$ cat config.mk
export PLATFORM = sky130hd
export DESIGN_NAME = srqe_core
export DESIGN_NICKNAME = d
export VERILOG_FILES = /design/src/core/srqe_pkg.sv /design/src/core/srqe_core.sv /design/src/core/srqe_slots.sv
export SDC_FILE = /design/constraint.sdc
export NUM_CORES = 1
export LEC_CHECK = 0
export BUFFER_PORTS_ARGS = -buffer_cell sky130_fd_sc_hd__clkbuf_2
export CAP_MARGIN = 20
export CORE_MARGIN = 4
export CORE_UTILIZATION = 35
export CTS_BUF_LIST = sky130_fd_sc_hd__clkbuf_8
export DETAILED_ROUTE_END_ITERATION = 7
export HOLD_SLACK_MARGIN = 0.06
export PLACE_DENSITY = 0.61
export SLEW_MARGIN = 30
export SYNTH_ARGS = -nofsm -noshare
export SYNTH_HDL_FRONTEND = slang
export SYNTH_SLANG_ARGS = --single-unit
$ cat constraint.sdc
create_clock -name core_clk -period 10.1 [get_ports core_clk]
set_clock_uncertainty 0.2 [all_clocks]
set_input_delay 0.505 -clock core_clk [delete_from_list [all_inputs] [get_ports core_clk]]
set_output_delay 0.505 -clock core_clk [all_outputs]
set_load 0.05 [all_outputs]
$ cat src/core/srqe_pkg.sv
package srqe_pkg;

    // =========================================================
    // setup and slot memory
    localparam int          SETUP_W       = 16;
    localparam int          SLOTS         = 10;
    localparam logic [15:0] PRESET_SETUP  = 16'h00A5;
    localparam logic [15:0] RESET_SETUP   = 16'h0005;

    // =========================================================
    // installed memory option and highest valid slot
    localparam logic [1:0]  MEM_BASE      = 2'h0;
    localparam logic [1:0]  MEM_OPT1      = 2'h1;
    localparam logic [1:0]  MEM_OPT2      = 2'h2;
    localparam logic [3:0]  SLOT_MAX_BASE = 4'h0;
    localparam logic [3:0]  SLOT_MAX_OPT1 = 4'h4;
    localparam logic [3:0]  SLOT_MAX_OPT2 = 4'h9;

    // =========================================================
    // option query codes; all non-zero values are arbitrary
    localparam logic [7:0]  OPT_NONE      = 8'h00;
    localparam logic [7:0]  OPT_MEM1_CODE = 8'hA1;
    localparam logic [7:0]  OPT_MEM2_CODE = 8'hA2;
    localparam logic [7:0]  OPT_SCAN_CODE = 8'h5C;

    // =========================================================
    // enable mask layout
    localparam int          SRE_MSB_BIT   = 0;
    localparam int          SRE_EAV_BIT   = 2;
    localparam int          SRE_QSB_BIT   = 3;
    localparam int          SRE_MAV_BIT   = 4;
    localparam int          SRE_ESB_BIT   = 5;
    localparam int          SRE_OSB_BIT   = 7;
    localparam logic [7:0]  SRE_USED      = 8'hBD;
    localparam logic [7:0]  SRE_RESET     = 8'h00;

    // =========================================================
    // commands and states
    typedef enum logic [2:0] {
        CMD_OPT    = 3'h0,
        CMD_RCL    = 3'h1,
        CMD_SAV    = 3'h2,
        CMD_RST    = 3'h3,
        CMD_SRE_WR = 3'h4,
        CMD_SRE_RD = 3'h5
    } srqe_cmd_type;

    typedef enum logic [1:0] {
        ST_IDLE  = 2'b00,
        ST_READ  = 2'b01,
        ST_CHECK = 2'b11
    } srqe_fsm_type;

endpackage

$ cat src/core/srqe_core.sv
`timescale 1ns/1ps
// Function
// - option reply field one names memory option
// - option reply field two names scanner card
// - recall restores setup from valid slot
// - save stores current setup into slot
// - whole reset-affected setup is saved, restored
// - all slots start at preset defaults
// - recall error reloads slots with preset
// - reset restores defaults, cancels pending, responses
// - mask loaded from binary of written value
// - mask bits map to status summary bits
// - cleared mask bit blocks its request
// - enabled set status bit other than bits 1 and 6 raises request
// - mask clears to zero at power-up
// - enable query returns current mask
// - summary bit set on enabled condition
module srqe_core
    import srqe_pkg::*;
(
    input  wire logic               core_clk,
    input  wire logic               rst_b,
    input  wire logic               cmd_valid,
    input  wire logic [2:0]         cmd_code,
    input  wire logic [7:0]         cmd_arg,
    input  wire logic [1:0]         mem_option,
    input  wire logic               scanner_present,
    input  wire logic [SETUP_W-1:0] cur_setup,
    input  wire logic [7:0]         status_byte,
    input  wire logic               mem_fault,
    output logic                    cmd_ready,
    output logic                    rsp_valid,
    output logic      [7:0]         rsp_field0,
    output logic      [7:0]         rsp_field1,
    output logic                    cmd_rejected,
    output logic                    setup_load,
    output logic      [SETUP_W-1:0] setup_out,
    output logic                    cancel_pending,
    output logic                    drop_opc,
    output logic                    recall_error,
    output logic                    srq,
    output logic                    mss_bit,
    output logic      [7:0]         service_request_mask
);

    // =========================================================
    // reset release
    logic rst_meta;
    logic rst_sync;

    always_ff @(posedge core_clk or negedge rst_b) begin
        if (!rst_b) begin
            rst_meta <= 1'b0;
            rst_sync <= 1'b0;
        end else begin
            rst_meta <= 1'b1;
            rst_sync <= rst_meta;
        end
    end

    // =========================================================
    // state
    typedef struct packed {
        srqe_fsm_type       fsm;
        logic [3:0]         slot;
        logic [7:0]         mask;
        logic               cmd_ready;
        logic               rsp_valid;
        logic [7:0]         rsp_field0;
        logic [7:0]         rsp_field1;
        logic               cmd_rejected;
        logic               setup_load;
        logic [SETUP_W-1:0] setup_out;
        logic               cancel_pending;
        logic               drop_opc;
        logic               recall_error;
        logic               srq;
        logic               mss_bit;
        logic               wr_en;
        logic               clr_all;
        logic [3:0]         wr_addr;
        logic [SETUP_W-1:0] wr_data;
    } srqe_state_type;

    srqe_state_type     s;
    srqe_state_type     next_s;
    logic [SETUP_W-1:0] rd_data;
    logic               rd_par_ok;
    logic               take;
    logic [3:0]         slot_max;
    logic               slot_ok;
    logic               enabled_hit;

    srqe_slots srqe_slots_inst (
        .core_clk  (core_clk),
        .rst_b     (rst_sync),
        .wr_en     (s.wr_en),
        .wr_addr   (s.wr_addr),
        .wr_data   (s.wr_data),
        .clr_all   (s.clr_all),
        .rd_addr   (s.slot),
        .rd_data   (rd_data),
        .rd_par_ok (rd_par_ok)
    );

    // =========================================================
    // command decode
    assign take = cmd_valid && s.cmd_ready;

    always_comb begin
        case (mem_option)
            MEM_OPT1: slot_max = SLOT_MAX_OPT1;
            MEM_OPT2: slot_max = SLOT_MAX_OPT2;
            default:  slot_max = SLOT_MAX_BASE;
        endcase
    end

    assign slot_ok     = cmd_arg <= {4'h0, slot_max};
    // bit 6 is the summary itself and bit 1 is unused, so neither may feed back
    assign enabled_hit = |(status_byte & s.mask & SRE_USED);

    always_comb begin
        next_s                = s;
        next_s.rsp_valid      = 1'b0;
        next_s.cmd_rejected   = 1'b0;
        next_s.setup_load     = 1'b0;
        next_s.cancel_pending = 1'b0;
        next_s.drop_opc       = 1'b0;
        next_s.recall_error   = 1'b0;
        next_s.wr_en          = 1'b0;
        next_s.clr_all        = 1'b0;
        next_s.srq            = enabled_hit;
        next_s.mss_bit        = enabled_hit;
        case (s.fsm)
            ST_IDLE: begin
                if (take) begin
                    case (cmd_code)
                        CMD_OPT: begin
                            next_s.rsp_valid  = 1'b1;
                            case (mem_option)
                                MEM_OPT1: next_s.rsp_field0 = OPT_MEM1_CODE;
                                MEM_OPT2: next_s.rsp_field0 = OPT_MEM2_CODE;
                                default:  next_s.rsp_field0 = OPT_NONE;
                            endcase
                            next_s.rsp_field1 = scanner_present ? OPT_SCAN_CODE : OPT_NONE;
                        end
                        CMD_RCL: begin
                            if (slot_ok) begin
                                next_s.slot      = cmd_arg[3:0];
                                next_s.fsm       = ST_READ;
                                next_s.cmd_ready = 1'b0;
                            end else begin
                                next_s.cmd_rejected = 1'b1;
                            end
                        end
                        CMD_SAV: begin
                            if (slot_ok) begin
                                next_s.wr_en   = 1'b1;
                                next_s.wr_addr = cmd_arg[3:0];
                                next_s.wr_data = cur_setup;
                            end else begin
                                next_s.cmd_rejected = 1'b1;
                            end
                        end
                        CMD_RST: begin
                            next_s.setup_out      = RESET_SETUP;
                            next_s.setup_load     = 1'b1;
                            next_s.cancel_pending = 1'b1;
                            next_s.drop_opc       = 1'b1;
                        end
                        CMD_SRE_WR: begin
                            next_s.mask = cmd_arg;
                        end
                        CMD_SRE_RD: begin
                            next_s.rsp_valid  = 1'b1;
                            next_s.rsp_field0 = s.mask;
                            next_s.rsp_field1 = OPT_NONE;
                        end
                        default: begin
                            next_s.cmd_rejected = 1'b1;
                        end
                    endcase
                end
            end
            ST_READ: begin
                next_s.fsm = ST_CHECK;
            end
            ST_CHECK: begin
                next_s.fsm        = ST_IDLE;
                next_s.cmd_ready  = 1'b1;
                next_s.setup_load = 1'b1;
                if (!rd_par_ok || mem_fault) begin
                    // a bad slot is not trusted; the instrument falls back to preset
                    next_s.clr_all      = 1'b1;
                    next_s.recall_error = 1'b1;
                    next_s.setup_out    = PRESET_SETUP;
                end else begin
                    next_s.setup_out = rd_data;
                end
            end
            default: begin
                next_s.fsm       = ST_IDLE;
                next_s.cmd_ready = 1'b1;
            end
        endcase
    end

    always_ff @(posedge core_clk or negedge rst_sync) begin
        if (!rst_sync) begin
            s           <= '0;
            s.fsm       <= ST_IDLE;
            s.mask      <= SRE_RESET;
            s.cmd_ready <= 1'b1;
        end else begin
            s <= next_s;
        end
    end

    // =========================================================
    // outputs
    assign cmd_ready            = s.cmd_ready;
    assign rsp_valid            = s.rsp_valid;
    assign rsp_field0           = s.rsp_field0;
    assign rsp_field1           = s.rsp_field1;
    assign cmd_rejected         = s.cmd_rejected;
    assign setup_load           = s.setup_load;
    assign setup_out            = s.setup_out;
    assign cancel_pending       = s.cancel_pending;
    assign drop_opc             = s.drop_opc;
    assign recall_error         = s.recall_error;
    assign srq                  = s.srq;
    assign mss_bit              = s.mss_bit;
    assign service_request_mask = s.mask;

    // =========================================================
    // checks
    AST_OPT_MEM: assert property (@(posedge core_clk) disable iff (!rst_sync)
        (take && cmd_code == CMD_OPT && mem_option == MEM_BASE) |=> (rsp_valid && rsp_field0 == OPT_NONE))
        else $error("option reply memory field wrong");

    AST_OPT_SCAN: assert property (@(posedge core_clk) disable iff (!rst_sync)
        (take && cmd_code == CMD_OPT) |=> (rsp_field1 == ($past(scanner_present) ? OPT_SCAN_CODE : OPT_NONE)))
        else $error("option reply scanner field wrong");

    AST_RECALL: assert property (@(posedge core_clk) disable iff (!rst_sync)
        (take && cmd_code == CMD_RCL && slot_ok) |=> !cmd_ready ##1 !cmd_ready ##1 (setup_load && cmd_ready))
        else $error("recall did not load setup in three cycles");

    AST_SAVE: assert property (@(posedge core_clk) disable iff (!rst_sync)
        (take && cmd_code == CMD_SAV && slot_ok) |=> (s.wr_en && s.wr_data == $past(cur_setup)))
        else $error("save did not write current setup");

    AST_RCL_ERR: assert property (@(posedge core_clk) disable iff (!rst_sync)
        (s.fsm == ST_CHECK && (!rd_par_ok || mem_fault)) |=> (recall_error && s.clr_all && setup_out == PRESET_SETUP))
        else $error("recall error did not reload presets");

    AST_RST: assert property (@(posedge core_clk) disable iff (!rst_sync)
        (take && cmd_code == CMD_RST) |=> (setup_load && cancel_pending && drop_opc && setup_out == RESET_SETUP))
        else $error("reset command effects missing");

    AST_MASK_LOAD: assert property (@(posedge core_clk) disable iff (!rst_sync)
        (take && cmd_code == CMD_SRE_WR) |=> (service_request_mask == $past(cmd_arg)))
        else $error("enable mask not loaded");

    AST_SRQ_MASKED: assert property (@(posedge core_clk) disable iff (!rst_sync)
        ((status_byte & service_request_mask & SRE_USED) == 8'h00) |=> !srq)
        else $error("request raised by masked bit");

    AST_SRQ_GATE: assert property (@(posedge core_clk) disable iff (!rst_sync)
        (|(status_byte & service_request_mask & SRE_USED)) |=> (srq && mss_bit))
        else $error("enabled status bit raised no request");

    AST_MASK_RESET: assert property (@(posedge core_clk)
        $rose(rst_sync) |-> (service_request_mask == SRE_RESET))
        else $error("mask not clear after reset");

    AST_SRE_READ: assert property (@(posedge core_clk) disable iff (!rst_sync)
        (take && cmd_code == CMD_SRE_RD) |=> (rsp_valid && rsp_field0 == $past(service_request_mask)))
        else $error("enable query returned wrong mask");

    AST_REJECT: assert property (@(posedge core_clk) disable iff (!rst_sync)
        (take && (cmd_code == CMD_RCL || cmd_code == CMD_SAV) && !slot_ok)
            |=> (cmd_rejected && !s.wr_en && cmd_ready) ##1 !setup_load)
        else $error("out of range slot not rejected");

    AST_OPT_MEM2: assert property (@(posedge core_clk) disable iff (!rst_sync)
        (take && cmd_code == CMD_OPT && mem_option == MEM_OPT2) |=> (rsp_valid && rsp_field0 == OPT_MEM2_CODE))
        else $error("option reply second memory code wrong");

    AST_SAVE_ADDR: assert property (@(posedge core_clk) disable iff (!rst_sync)
        (take && cmd_code == CMD_SAV && slot_ok) |=> ({4'h0, s.wr_addr} == $past(cmd_arg)))
        else $error("save went to the wrong slot");

    AST_MASK_HOLD: assert property (@(posedge core_clk) disable iff (!rst_sync)
        !(take && cmd_code == CMD_SRE_WR) |=> $stable(service_request_mask))
        else $error("enable mask changed without a write");

    AST_MSS_MASKED: assert property (@(posedge core_clk) disable iff (!rst_sync)
        ((status_byte & service_request_mask & SRE_USED) == 8'h00) |=> !mss_bit)
        else $error("summary bit set with no enabled condition");

endmodule // srqe_core

$ cat src/core/srqe_slots.sv
`timescale 1ns/1ps
module srqe_slots
    import srqe_pkg::*;
(
    input  wire logic               core_clk,
    input  wire logic               rst_b,
    input  wire logic               wr_en,
    input  wire logic [3:0]         wr_addr,
    input  wire logic [SETUP_W-1:0] wr_data,
    input  wire logic               clr_all,
    input  wire logic [3:0]         rd_addr,
    output logic      [SETUP_W-1:0] rd_data,
    output logic                    rd_par_ok
);

    // =========================================================
    // state: slots with an even parity bit on top
    typedef struct packed {
        logic [SLOTS-1:0][SETUP_W:0] slot;
        logic [SETUP_W:0]            rd;
    } srqe_slots_type;

    localparam logic [SETUP_W:0] PRESET_WORD = {^PRESET_SETUP, PRESET_SETUP};

    srqe_slots_type s;
    srqe_slots_type next_s;

    always_comb begin
        next_s = s;
        for (int i = 0; i < SLOTS; i++) begin
            if (clr_all) begin
                next_s.slot[i] = PRESET_WORD;
            end else if (wr_en && wr_addr == 4'(i)) begin
                next_s.slot[i] = {^wr_data, wr_data};
            end
        end
        next_s.rd = (rd_addr < 4'(SLOTS)) ? s.slot[rd_addr] : PRESET_WORD;
    end

    // no other flip-flop needs the preset at reset, so the array takes it directly
    always_ff @(posedge core_clk or negedge rst_b) begin
        if (!rst_b) begin
            s <= '{slot: {SLOTS{PRESET_WORD}}, rd: PRESET_WORD};
        end else begin
            s <= next_s;
        end
    end

    assign rd_data   = s.rd[SETUP_W-1:0];
    assign rd_par_ok = (^s.rd) == 1'b0;

endmodule // srqe_slots

==> flow_metrics.py, run 1 <==
metrics = {
    "power_and_ir_drop": {
        "power_frac_comb_pct": 21.6,
        "seq_power_share_pct": 46.0,
        "total_power_mw": 2.84,
        "switching_portion_of_total_power_pct": 33.8,
        "portion_of_total_power_attributed_to_the_clock_network_pct": 32.4,
        "power.density_mw_per_mm2": 205,
        "switching_power_of_the_nets_uw": 959,
        "ir_drop_mv": 0.121,
        "power_leakage_nw": 6.03,
        "intPower_mw": 1.88,
    },
    "die": {
        "io_pins": 91,
        "start_util_pct": 35.4,
        "die_height_microns": 195,
        "die_width_microns": 195,
        "core_sq_mm": 0.0345,
        "placement_rows": 68,
        "fp.dieArea_sq_mm": 0.0379,
    },
    "setup_path": {
        "critical_path.endpoint_type": "flop",
        "cpMaxStageDelayCell": "dfrtp_2",
        "startpoint_type": "flop",
        "critPathKind": "flop to flop",
        "ff2ff_path_depth": 4,
        "worst-endpoint-required_ns": 10.25,
        "cpPeakStageDelay_ns": 0.83,
        "worst-path-max-fanout": 31,
        "crit_path_cell_trace": "buf_4 -> mux4_2 -> a21oi_1 -> o21ai_0",
        "r2r_start": "s[71]$_DFFE_PN0P_",
        "r2r_slack_ns": 7.18,
        "r2r_end": "srqe_slots_inst.rd_data[6]$_DFF_PN0_",
        "critPathArrivalTime_ns": 3.07,
        "start_point_of_the_critical_path": "s[71]$_DFFE_PN0P_",
    },
    "grt": {
        "grt_antenna_before_repair": 0,
        "globalRouteTotalUtil_pct": 16.4,
        "globalRoute.totalOverflow": 0,
        "first_global_vias": 9000,
        "pin_count_of_the_biggest_net_entering_global_routing": 102,
        "first_pass_grt_wire_length_microns": 50300,
    },
    "synth": {
        "synth_flop_cell": "dfrtp_1",
        "synth_largest_area_cell": "dfrtp_1",
        "synth-seq-cells": 256,
        "mappedNetlistArea_sq_mm": 0.0122,
        "avgSynthCellArea_sq_um": 10.0,
        "synth-seq-area-share_pct": 53.0,
        "synthDominantCellAreaShare_pct": 43.3,
        "synth_instances": 1213,
        "synth.area.top_cells": "dfrtp_1, nand2_1, dfstp_2",
        "postSynth.asyncResetShare_pct": 100,
        "synth_warnings": 0,
        "synth_enable_flop_cells": 0,
        "netlist-cell-type-count": 48,
    },
    "placed_design": {
        "gp_congestion": 0.781,
        "dp_hpwl_microns": 19300,
        "dpl-instance-area_sq_mm": 0.0126,
        "numPlacedInstances": 1631,
        "port-buffer-count": 84,
    },
    "hold_path": {
        "hold_path.startpoint": "cmd_code[1]",
        "min_delay_worst_endpoint": "cmd_rejected$_DFF_PN0_",
        "timing.hold.worst_path_depth": 3,
        "min_path_type": "primary input to flop",
    },
    "timing": {
        "sum_neg_setup_slack_ns": 0,
        "grt_setup_unrepaired": "no",
        "final_period_util_pct": 28.9,
        "tightest_hold_margin_ns": 0.0950,
        "hold_viol_final": 0,
        "maxSlewHeadroom_pct": 31.3,
        "final-setup-viol-count": 0,
        "fmaxAchievable_mhz": 342,
        "finalWorstPathRequiredPeriod_ns": 2.92,
        "timing_worst_slew_pin_value_ns": 1.03,
        "final-max-slew-violation-count": 0,
    },
    "route": {
        "drt-total-wl_microns": 31700,
        "dr_total_vias": 9088,
        "drt-vias-per-instance": 5.22,
        "drt_first_iter_violations": 794,
        "drt_first_pass_iters": 5,
        "detail_route.drc_violations": 0,
        "wl_per_cell_microns": 18.2,
        "drt.antenna.violating_nets": 0,
    },
    "run": {
        "cap_viol_max_count": 0,
    },
    "layout": {
        "fin_area_sq_mm": 0.0138,
        "drive_gt1_share_pct": 22.1,
        "antennaDiodeCount": 0,
        "final_cell_count_no_fill": 1742,
        "area_delta_synth_final_pct": 13.6,
        "fin_nets": 1302,
    },
    "clock_tree": {
        "numCtsBuffers": 44,
        "clock_sinks": 256,
        "cts_buffer_depth": 3,
        "clkTransAtPathRegs_ns": 0.06,
        "clk-insertion-delay-late_ns": 0.55,
        "clock_tree.root_cell": "clkbuf_8",
        "tritoncts_clock_tree": "yes",
        "htree_levels": 2,
    },
    "status": {
        "outcome": "finished, final reports clean",
    },
}
==> metal layers <==
layer  wire [microns]  vias to the layer above  GRT usage, %
li1                 -                     4153             -
met1            14500                     4599          23.7
met2            14600                      287          25.5
met3             2020                       49          3.09
met4              565                        0          4.30
met5                0                        -             0
==> power groups by stage <==
stage	sequential, mW	combinational, mW	clock [mW]
6_report	1.31	0.612	0.919
5_1_grt	1.32	0.661	0.992
4_1_cts	1.30	0.610	0.944
3_5_place_dp	1.32	0.595	0
3_3_place_gp	1.32	0.583	0
2_1_floorplan	1.29	0.535	0
==> registers in the layout, indices dropped and copies added, names as in the netlist, 8 cells and up <==
name / count
setup_out: 16
srqe_slots_inst.s: 171
s: 28
service_request_mask: 8
rsp_field0: 8
srqe_slots_inst.rd_data: 16
==> placed cells by master, fill, tap and decap left out, types with 2 or more instances in the layout <==
cell           synthesis  final
mux4_2                34     34
nor3_1                 3      2
xnor3_1                2      2
nor2_1                32     30
a21oi_1              139    139
clkbuf_8               0     56
dfrtp_4                0      2
nand3_1               19     18
mux2_2                37     37
o22ai_1                4      4
a32o_1                13     13
dfstp_2               45     45
and3_1                 3      3
nor4_1                 3      2
xnor2_1               22     21
a22oi_1                7      7
buf_4                 42      7
buf_6                  1      3
and2_1                 5      5
nand2b_1               3      3
a31oi_1                2      2
nor2b_1                5      5
dfrtp_1              211    207
inv_1                 14     36
conb_1                 2      5
o21ai_0               36     36
nand3b_1              43     43
ha_1                   8      8
nand2_1              342    342
xor2_1                 3      3
o31ai_1               10     10
clkbuf_2               0     84
dlygate4sd3_1          0     30
dfrtp_2                0      2
mux2i_1               13     13
a22o_1                 4      4
xnor2_2                1      2
and3b_1                2      2
==> worst max path at each step <==
stage,endpoint,slack (ns),cells past startpoint
finish,srqe_slots_inst.rd_data[6]$_DFF_PN0_,7.18,4
global route,srqe_slots_inst.rd_data[9]$_DFF_PN0_,7.02,4
CTS,srqe_slots_inst.s[130]$_DFFE_PN0P_,7.13,2
detailed placement,srqe_slots_inst.s[99]$_DFFE_PN0P_,7.15,2
global placement,srqe_slots_inst.rd_data[9]$_DFF_PN0_,7.15,4
floorplan,cancel_pending$_DFF_PN0_,2.32,0
==> Yosys cell counts, drive strengths merged (2+ instances only) <==
master	count
and2	5
mux2i	13
nor2b	5
o22ai	4
nor3b	2
a22o	4
nor2	32
nand3b	43
ha	8
inv	14
dfstp	45
mux2	38
and3	3
xor2	3
nand3	19
xnor2	23
a31oi	2
o21ai	37
a211oi	2
and3b	2
a22oi	7
a21oi	139
o31ai	10
clkbuf	79
a32o	13
xnor3	2
dfrtp	211
nand2b	3
nor3	3
conb	2
nand2	342
mux4	34
nor4	3
buf	55
==> critical path: cells and delay by family (launching register included) <==
kind / cells / cell delay (ns)
flops: 1 / 0.83
buf+inv: 1 / 0.65
mux: 1 / 0.63
compound gates: 2 / 0.37
==> metrics by stage <==
step | setup slack (ns) | utilization, %
4_1_cts | 7.13 | 40.1
6_report | 7.18 | 40.2
3_5_place_dp | 7.15 | 36.7
2_1_floorplan | 2.32 | -
3_3_place_gp | 7.15 | 36.6
5_1_grt | 7.02 | 40.2
==> cell families (layout without fill, tap and decap cells) <==
group	Yosys count	count (layout)	share of synthesized area, %
xor gates and xnor gates	28	28	2.30
DFF	256	256	53.0
and+or+nand+nor	465	465	16.6
AOI/OAI and AO/OA	220	220	10.2
buffers and inverters	149	220	6.05
adders and majority gates	8	8	0.821
other	2	5	0.0616
muxes	85	85	10.9
==> cell type report <==
type | instances | area (sq um)
Clock buffer | 56 | 771
Clock inverter | 25 | 104
Fill cell | 3395 | 20600
Inverter | 15 | 56.3
Multi-Input combinational cell | 811 | 5060
Sequential cell | 256 | 6470
Tap cell | 455 | 569
Timing Repair Buffer | 124 | 807
==> timing repair <==
| item | CTS | global route |
|---|---|---|
| hold buffers | 30 | 0 |
| setup buffers | 0 | 0 |
| gates resized for setup | 0 | 0 |
| endpoints found under the hold margin | 34 | 0 |
(Power assumes the default switching activity.)
==> run 2: changes to the inputs <==
ABC_AREA = 1   (was default)
clock period = 3.05 ns   (was 10.1 ns; I/O delays follow)
==> run 2 against run 1 <==
Against the previous run:
- clock-buffer cell count grew 3
- highest routed layer unchanged
- via count is 11% higher
- area after synthesis decreased by 0.99%
- clock power grew to 3.4 times the previous value
- hold slack improved by 0.053 ns
- wire length increased by 1.9%
- register-to-register slack got worse by 6.8 ns
- core utilization grew 2.3 points
- setup slack got worse by 6.8 ns
- power increased to 4.0 times the previous value
- critical path depth increased by 10
==> flow_metrics.py, run 2 <==
metrics = {
    "setup_path": {
        "start_point_of_the_critical_path": "mem_option[0]",
        "cpMaxStageDelayCell": "dlygate4sd3_1",
        "cpPeakStageDelay_ns": 0.56,
        "crit_path_cell_trace": "dlygate4sd3_1 -> clkbuf_2 -> inv_1 -> ha_1 -> inv_1 -> ha_1 -> a21o_1 -> o21ai_1 -> nand2_1 -> nor4_2 -> buf_4 -> nand2_1 -> dlygate4sd3_1 -> nand2_1",
        "r2r_start": "s[76]$_DFFE_PN0P_",
        "cp.buffers_inverters": 6,
        "critPathKind": "primary input to flop",
        "path_common_cell": "nand2_1",
        "critPathArrivalTime_ns": 2.99,
        "critical_path.endpoint_type": "flop",
        "worst-path-max-fanout": 15,
        "startpoint_type": "primary input",
        "timing.critical_path.max_delay_family": "buffers and inverters",
        "worst-endpoint-required_ns": 3.33,
    },
    "die": {
        "fp.dieArea_sq_mm": 0.0375,
        "core_sq_mm": 0.0338,
        "die_width_microns": 194,
        "start_util_pct": 35.7,
        "io_pins": 91,
        "placement_rows": 67,
        "die_height_microns": 194,
    },
    "clock_tree": {
        "numCtsBuffers": 43,
        "clock_tree.root_cell": "clkbuf_8",
        "clock_sinks": 256,
        "clk-insertion-delay-late_ns": 0.56,
        "cts_buffer_depth": 3,
        "clkTransAtPathRegs_ns": 0.07,
        "cts_resized": 0,
        "htree_levels": 2,
        "tritoncts_clock_tree": "yes",
    },
    "synth": {
        "synth-seq-cells": 256,
        "synth_warnings": 0,
        "mappedNetlistArea_sq_mm": 0.0121,
        "synth_instances": 1457,
        "netlist-cell-type-count": 45,
        "synth_enable_flop_cells": 0,
        "synth_flop_cell": "dfrtp_1",
        "synth-seq-area-share_pct": 53.6,
        "avgSynthCellArea_sq_um": 8.28,
        "synth_largest_area_cell": "dfrtp_1",
        "synth_commonest_cells": "nand2_1, o21ai_0, dfrtp_1, inv_1, nor2_1",
        "synth.area.top_cells": "dfrtp_1, nand2_1, dfstp_2",
        "postSynth.asyncResetShare_pct": 100,
        "synthMostInstantiatedCell": "nand2_1",
        "synthDominantCellAreaShare_pct": 43.8,
    },
    "power_and_ir_drop": {
        "portion_of_total_power_attributed_to_the_clock_network_pct": 27.3,
        "power_frac_comb_pct": 32.9,
        "power_leakage_nw": 6.83,
        "ir_drop_mv": 0.551,
        "intPower_mw": 6.85,
        "switching_portion_of_total_power_pct": 40.0,
        "power.density_mw_per_mm2": 796,
        "seq_power_share_pct": 39.8,
        "switching_power_of_the_nets_mw": 4.56,
    },
    "layout": {
        "seqCellArea_sq_mm": 0.00647,
        "reg.largest.list": "srqe_slots_inst.s x171, s x28",
        "fin_nets": 1628,
        "registers.top_by_ff_count": "srqe_slots_inst.s",
        "antennaDiodeCount": 0,
        "drive_gt1_share_pct": 16.3,
        "filler_cell_count": 3346,
        "layout_common_cells": "nand2_1, o21ai_0, dfrtp_1",
        "layout_commonest_cell": "nand2_1",
        "multi_input_area_sq_mm": 0.00458,
        "largest_reg_flops": 171,
        "area_delta_synth_final_pct": 18.8,
    },
    "timing": {
        "timing_worst_slew_pin_value_ns": 0.952,
        "post-route-worst-setup-slack_ns": 0.340,
        "finalWorstPathRequiredPeriod_ns": 2.71,
        "tightest_hold_margin_ns": 0.148,
        "hold_viol_final": 0,
        "final-setup-viol-count": 0,
        "final-max-slew-violation-count": 0,
        "sum_neg_setup_slack_ns": 0,
        "fmaxAchievable_mhz": 369,
        "final_period_util_pct": 88.8,
        "grt_setup_unrepaired": "no",
        "maxSlewHeadroom_pct": 36.3,
    },
    "route": {
        "drt_first_iter_violations": 764,
        "dr_total_vias": 10100,
        "drt.antenna.violating_nets": 0,
        "wl_per_cell_microns": 15.6,
        "detail_route.drc_violations": 0,
        "drt-vias-per-instance": 4.90,
        "drt-total-wl_microns": 32200,
        "drt_first_pass_iters": 7,
    },
    "placed_design": {
        "dp_hpwl_microns": 21100,
        "port-buffer-count": 84,
        "gp_congestion": 0.843,
        "place_ws_ns": 0.645,
    },
    "grt": {
        "first_global_vias": 9971,
        "globalRouteTotalUtil_pct": 17.1,
        "first_pass_grt_wire_length_microns": 52700,
        "grt_antenna_before_repair": 0,
        "pin_count_of_the_biggest_net_entering_global_routing": 83,
        "globalRoute.totalOverflow": 0,
    },
    "status": {
        "outcome": "finished, final reports clean",
    },
    "run": {
        "cap_viol_max_count": 0,
    },
    "hold_path": {
        "min_path_type": "flop to asynchronous set/reset pin",
    },
}
## run 2: cell types whose count changed after synthesis, sizes merged, moves of 18 or more
| cell | previous run | this run |
|---|---|---|
| inv | 14 | 121 |
| nand2 | 342 | 477 |
| o21ai | 37 | 241 |
| nand3 | 19 | 37 |
| clkbuf | 79 | 52 |
| a21oi | 139 | 37 |
| nand3b | 43 | 0 |
| mux4 | 34 | 0 |
| nor2 | 32 | 68 |
| mux2 | 38 | 0 |
## run 2: path summary, 6_finish.rpt
kind / cells after the start / to / slack [ns]
max: 14 / s[8]$_DFFE_PN0P_ / 0.34
min: 0 / srqe_slots_inst.s[44]$_DFFE_PN0P_ / 0.15
max reg2reg: 10 / rsp_field1[6]$_DFFE_PN0P_ / 0.36
min reg2reg: 0 / srqe_slots_inst.s[44]$_DFFE_PN0P_ / 0.15
max in group asynchronous: 1 / srqe_slots_inst.s[90]$_DFFE_PN1P_ / 1.62
min in group core_clk: 0 / rst_sync$_DFF_PN0_ / 0.17
## run 2: layout make-up
cell class	instances	share of cell area (%)
Multi-Input combinational cell	972	31.9
Inverter	124	3.25
Clock buffer	59	5.66
Timing Repair Buffer	181	9.58
Tap cell	448	3.91
Clock inverter	20	0.567
Sequential cell	256	45.1
## run 2: stage by stage
step / cell area (sq um) / instances / utilization (%) / power [mW]
final: 14300 / 2060 / 42.4 / 11.4
after global routing: 14300 / 2060 / 42.4 / 12.2
after CTS: 14300 / 2059 / 42.4 / 11.5
after floorplan: 12100 / 1460 / - / 7.38
after global placement: 12800 / 1920 / 38.0 / 8.21
after detailed placement: 12800 / 1920 / 38.0 / 8.28
## run 2: metal layers
metal | track usage, % | up-vias | wire (microns)
li1 | - | 4914 | -
met1 | 23.6 | 4871 | 14700
met2 | 26.9 | 246 | 14600
met3 | 3.09 | 63 | 1850
met4 | 6.50 | 0 | 1070
met5 | 0 | - | 0
## run 2: power groups by stage
stage | clock network (mW) | registers, mW | logic [mW]
final | 3.11 | 4.54 | 3.76
after global routing | 3.36 | 4.62 | 4.18
after CTS | 3.20 | 4.54 | 3.76
after detailed placement | 0 | 4.59 | 3.69
after global placement | 0 | 4.57 | 3.64
after floorplan | 0 | 4.59 | 2.79
## run 2: cells by family (layout without fill, tap and decap cells)
group | Yosys count | count (layout) | share of synthesized area (%)
AO/OA/AOI/OAI | 327 | 327 | 14.7
XOR/XNOR | 17 | 17 | 1.23
adder cells (fa/ha/maj) | 8 | 8 | 0.830
buffers and inverters | 232 | 384 | 8.77
flip-flops | 256 | 256 | 53.6
multiplexers | 6 | 6 | 0.498
other | 2 | 5 | 0.0622
AND/OR/NAND/NOR | 609 | 609 | 20.4
## run 2: what timing repair did
item / 4_1_cts / 5_1_grt
hold buffers: 60 / 0
hold endpoints to repair: 58 / 0
setup endpoints to repair: 0 / 5
buffers inserted: 0 / 1
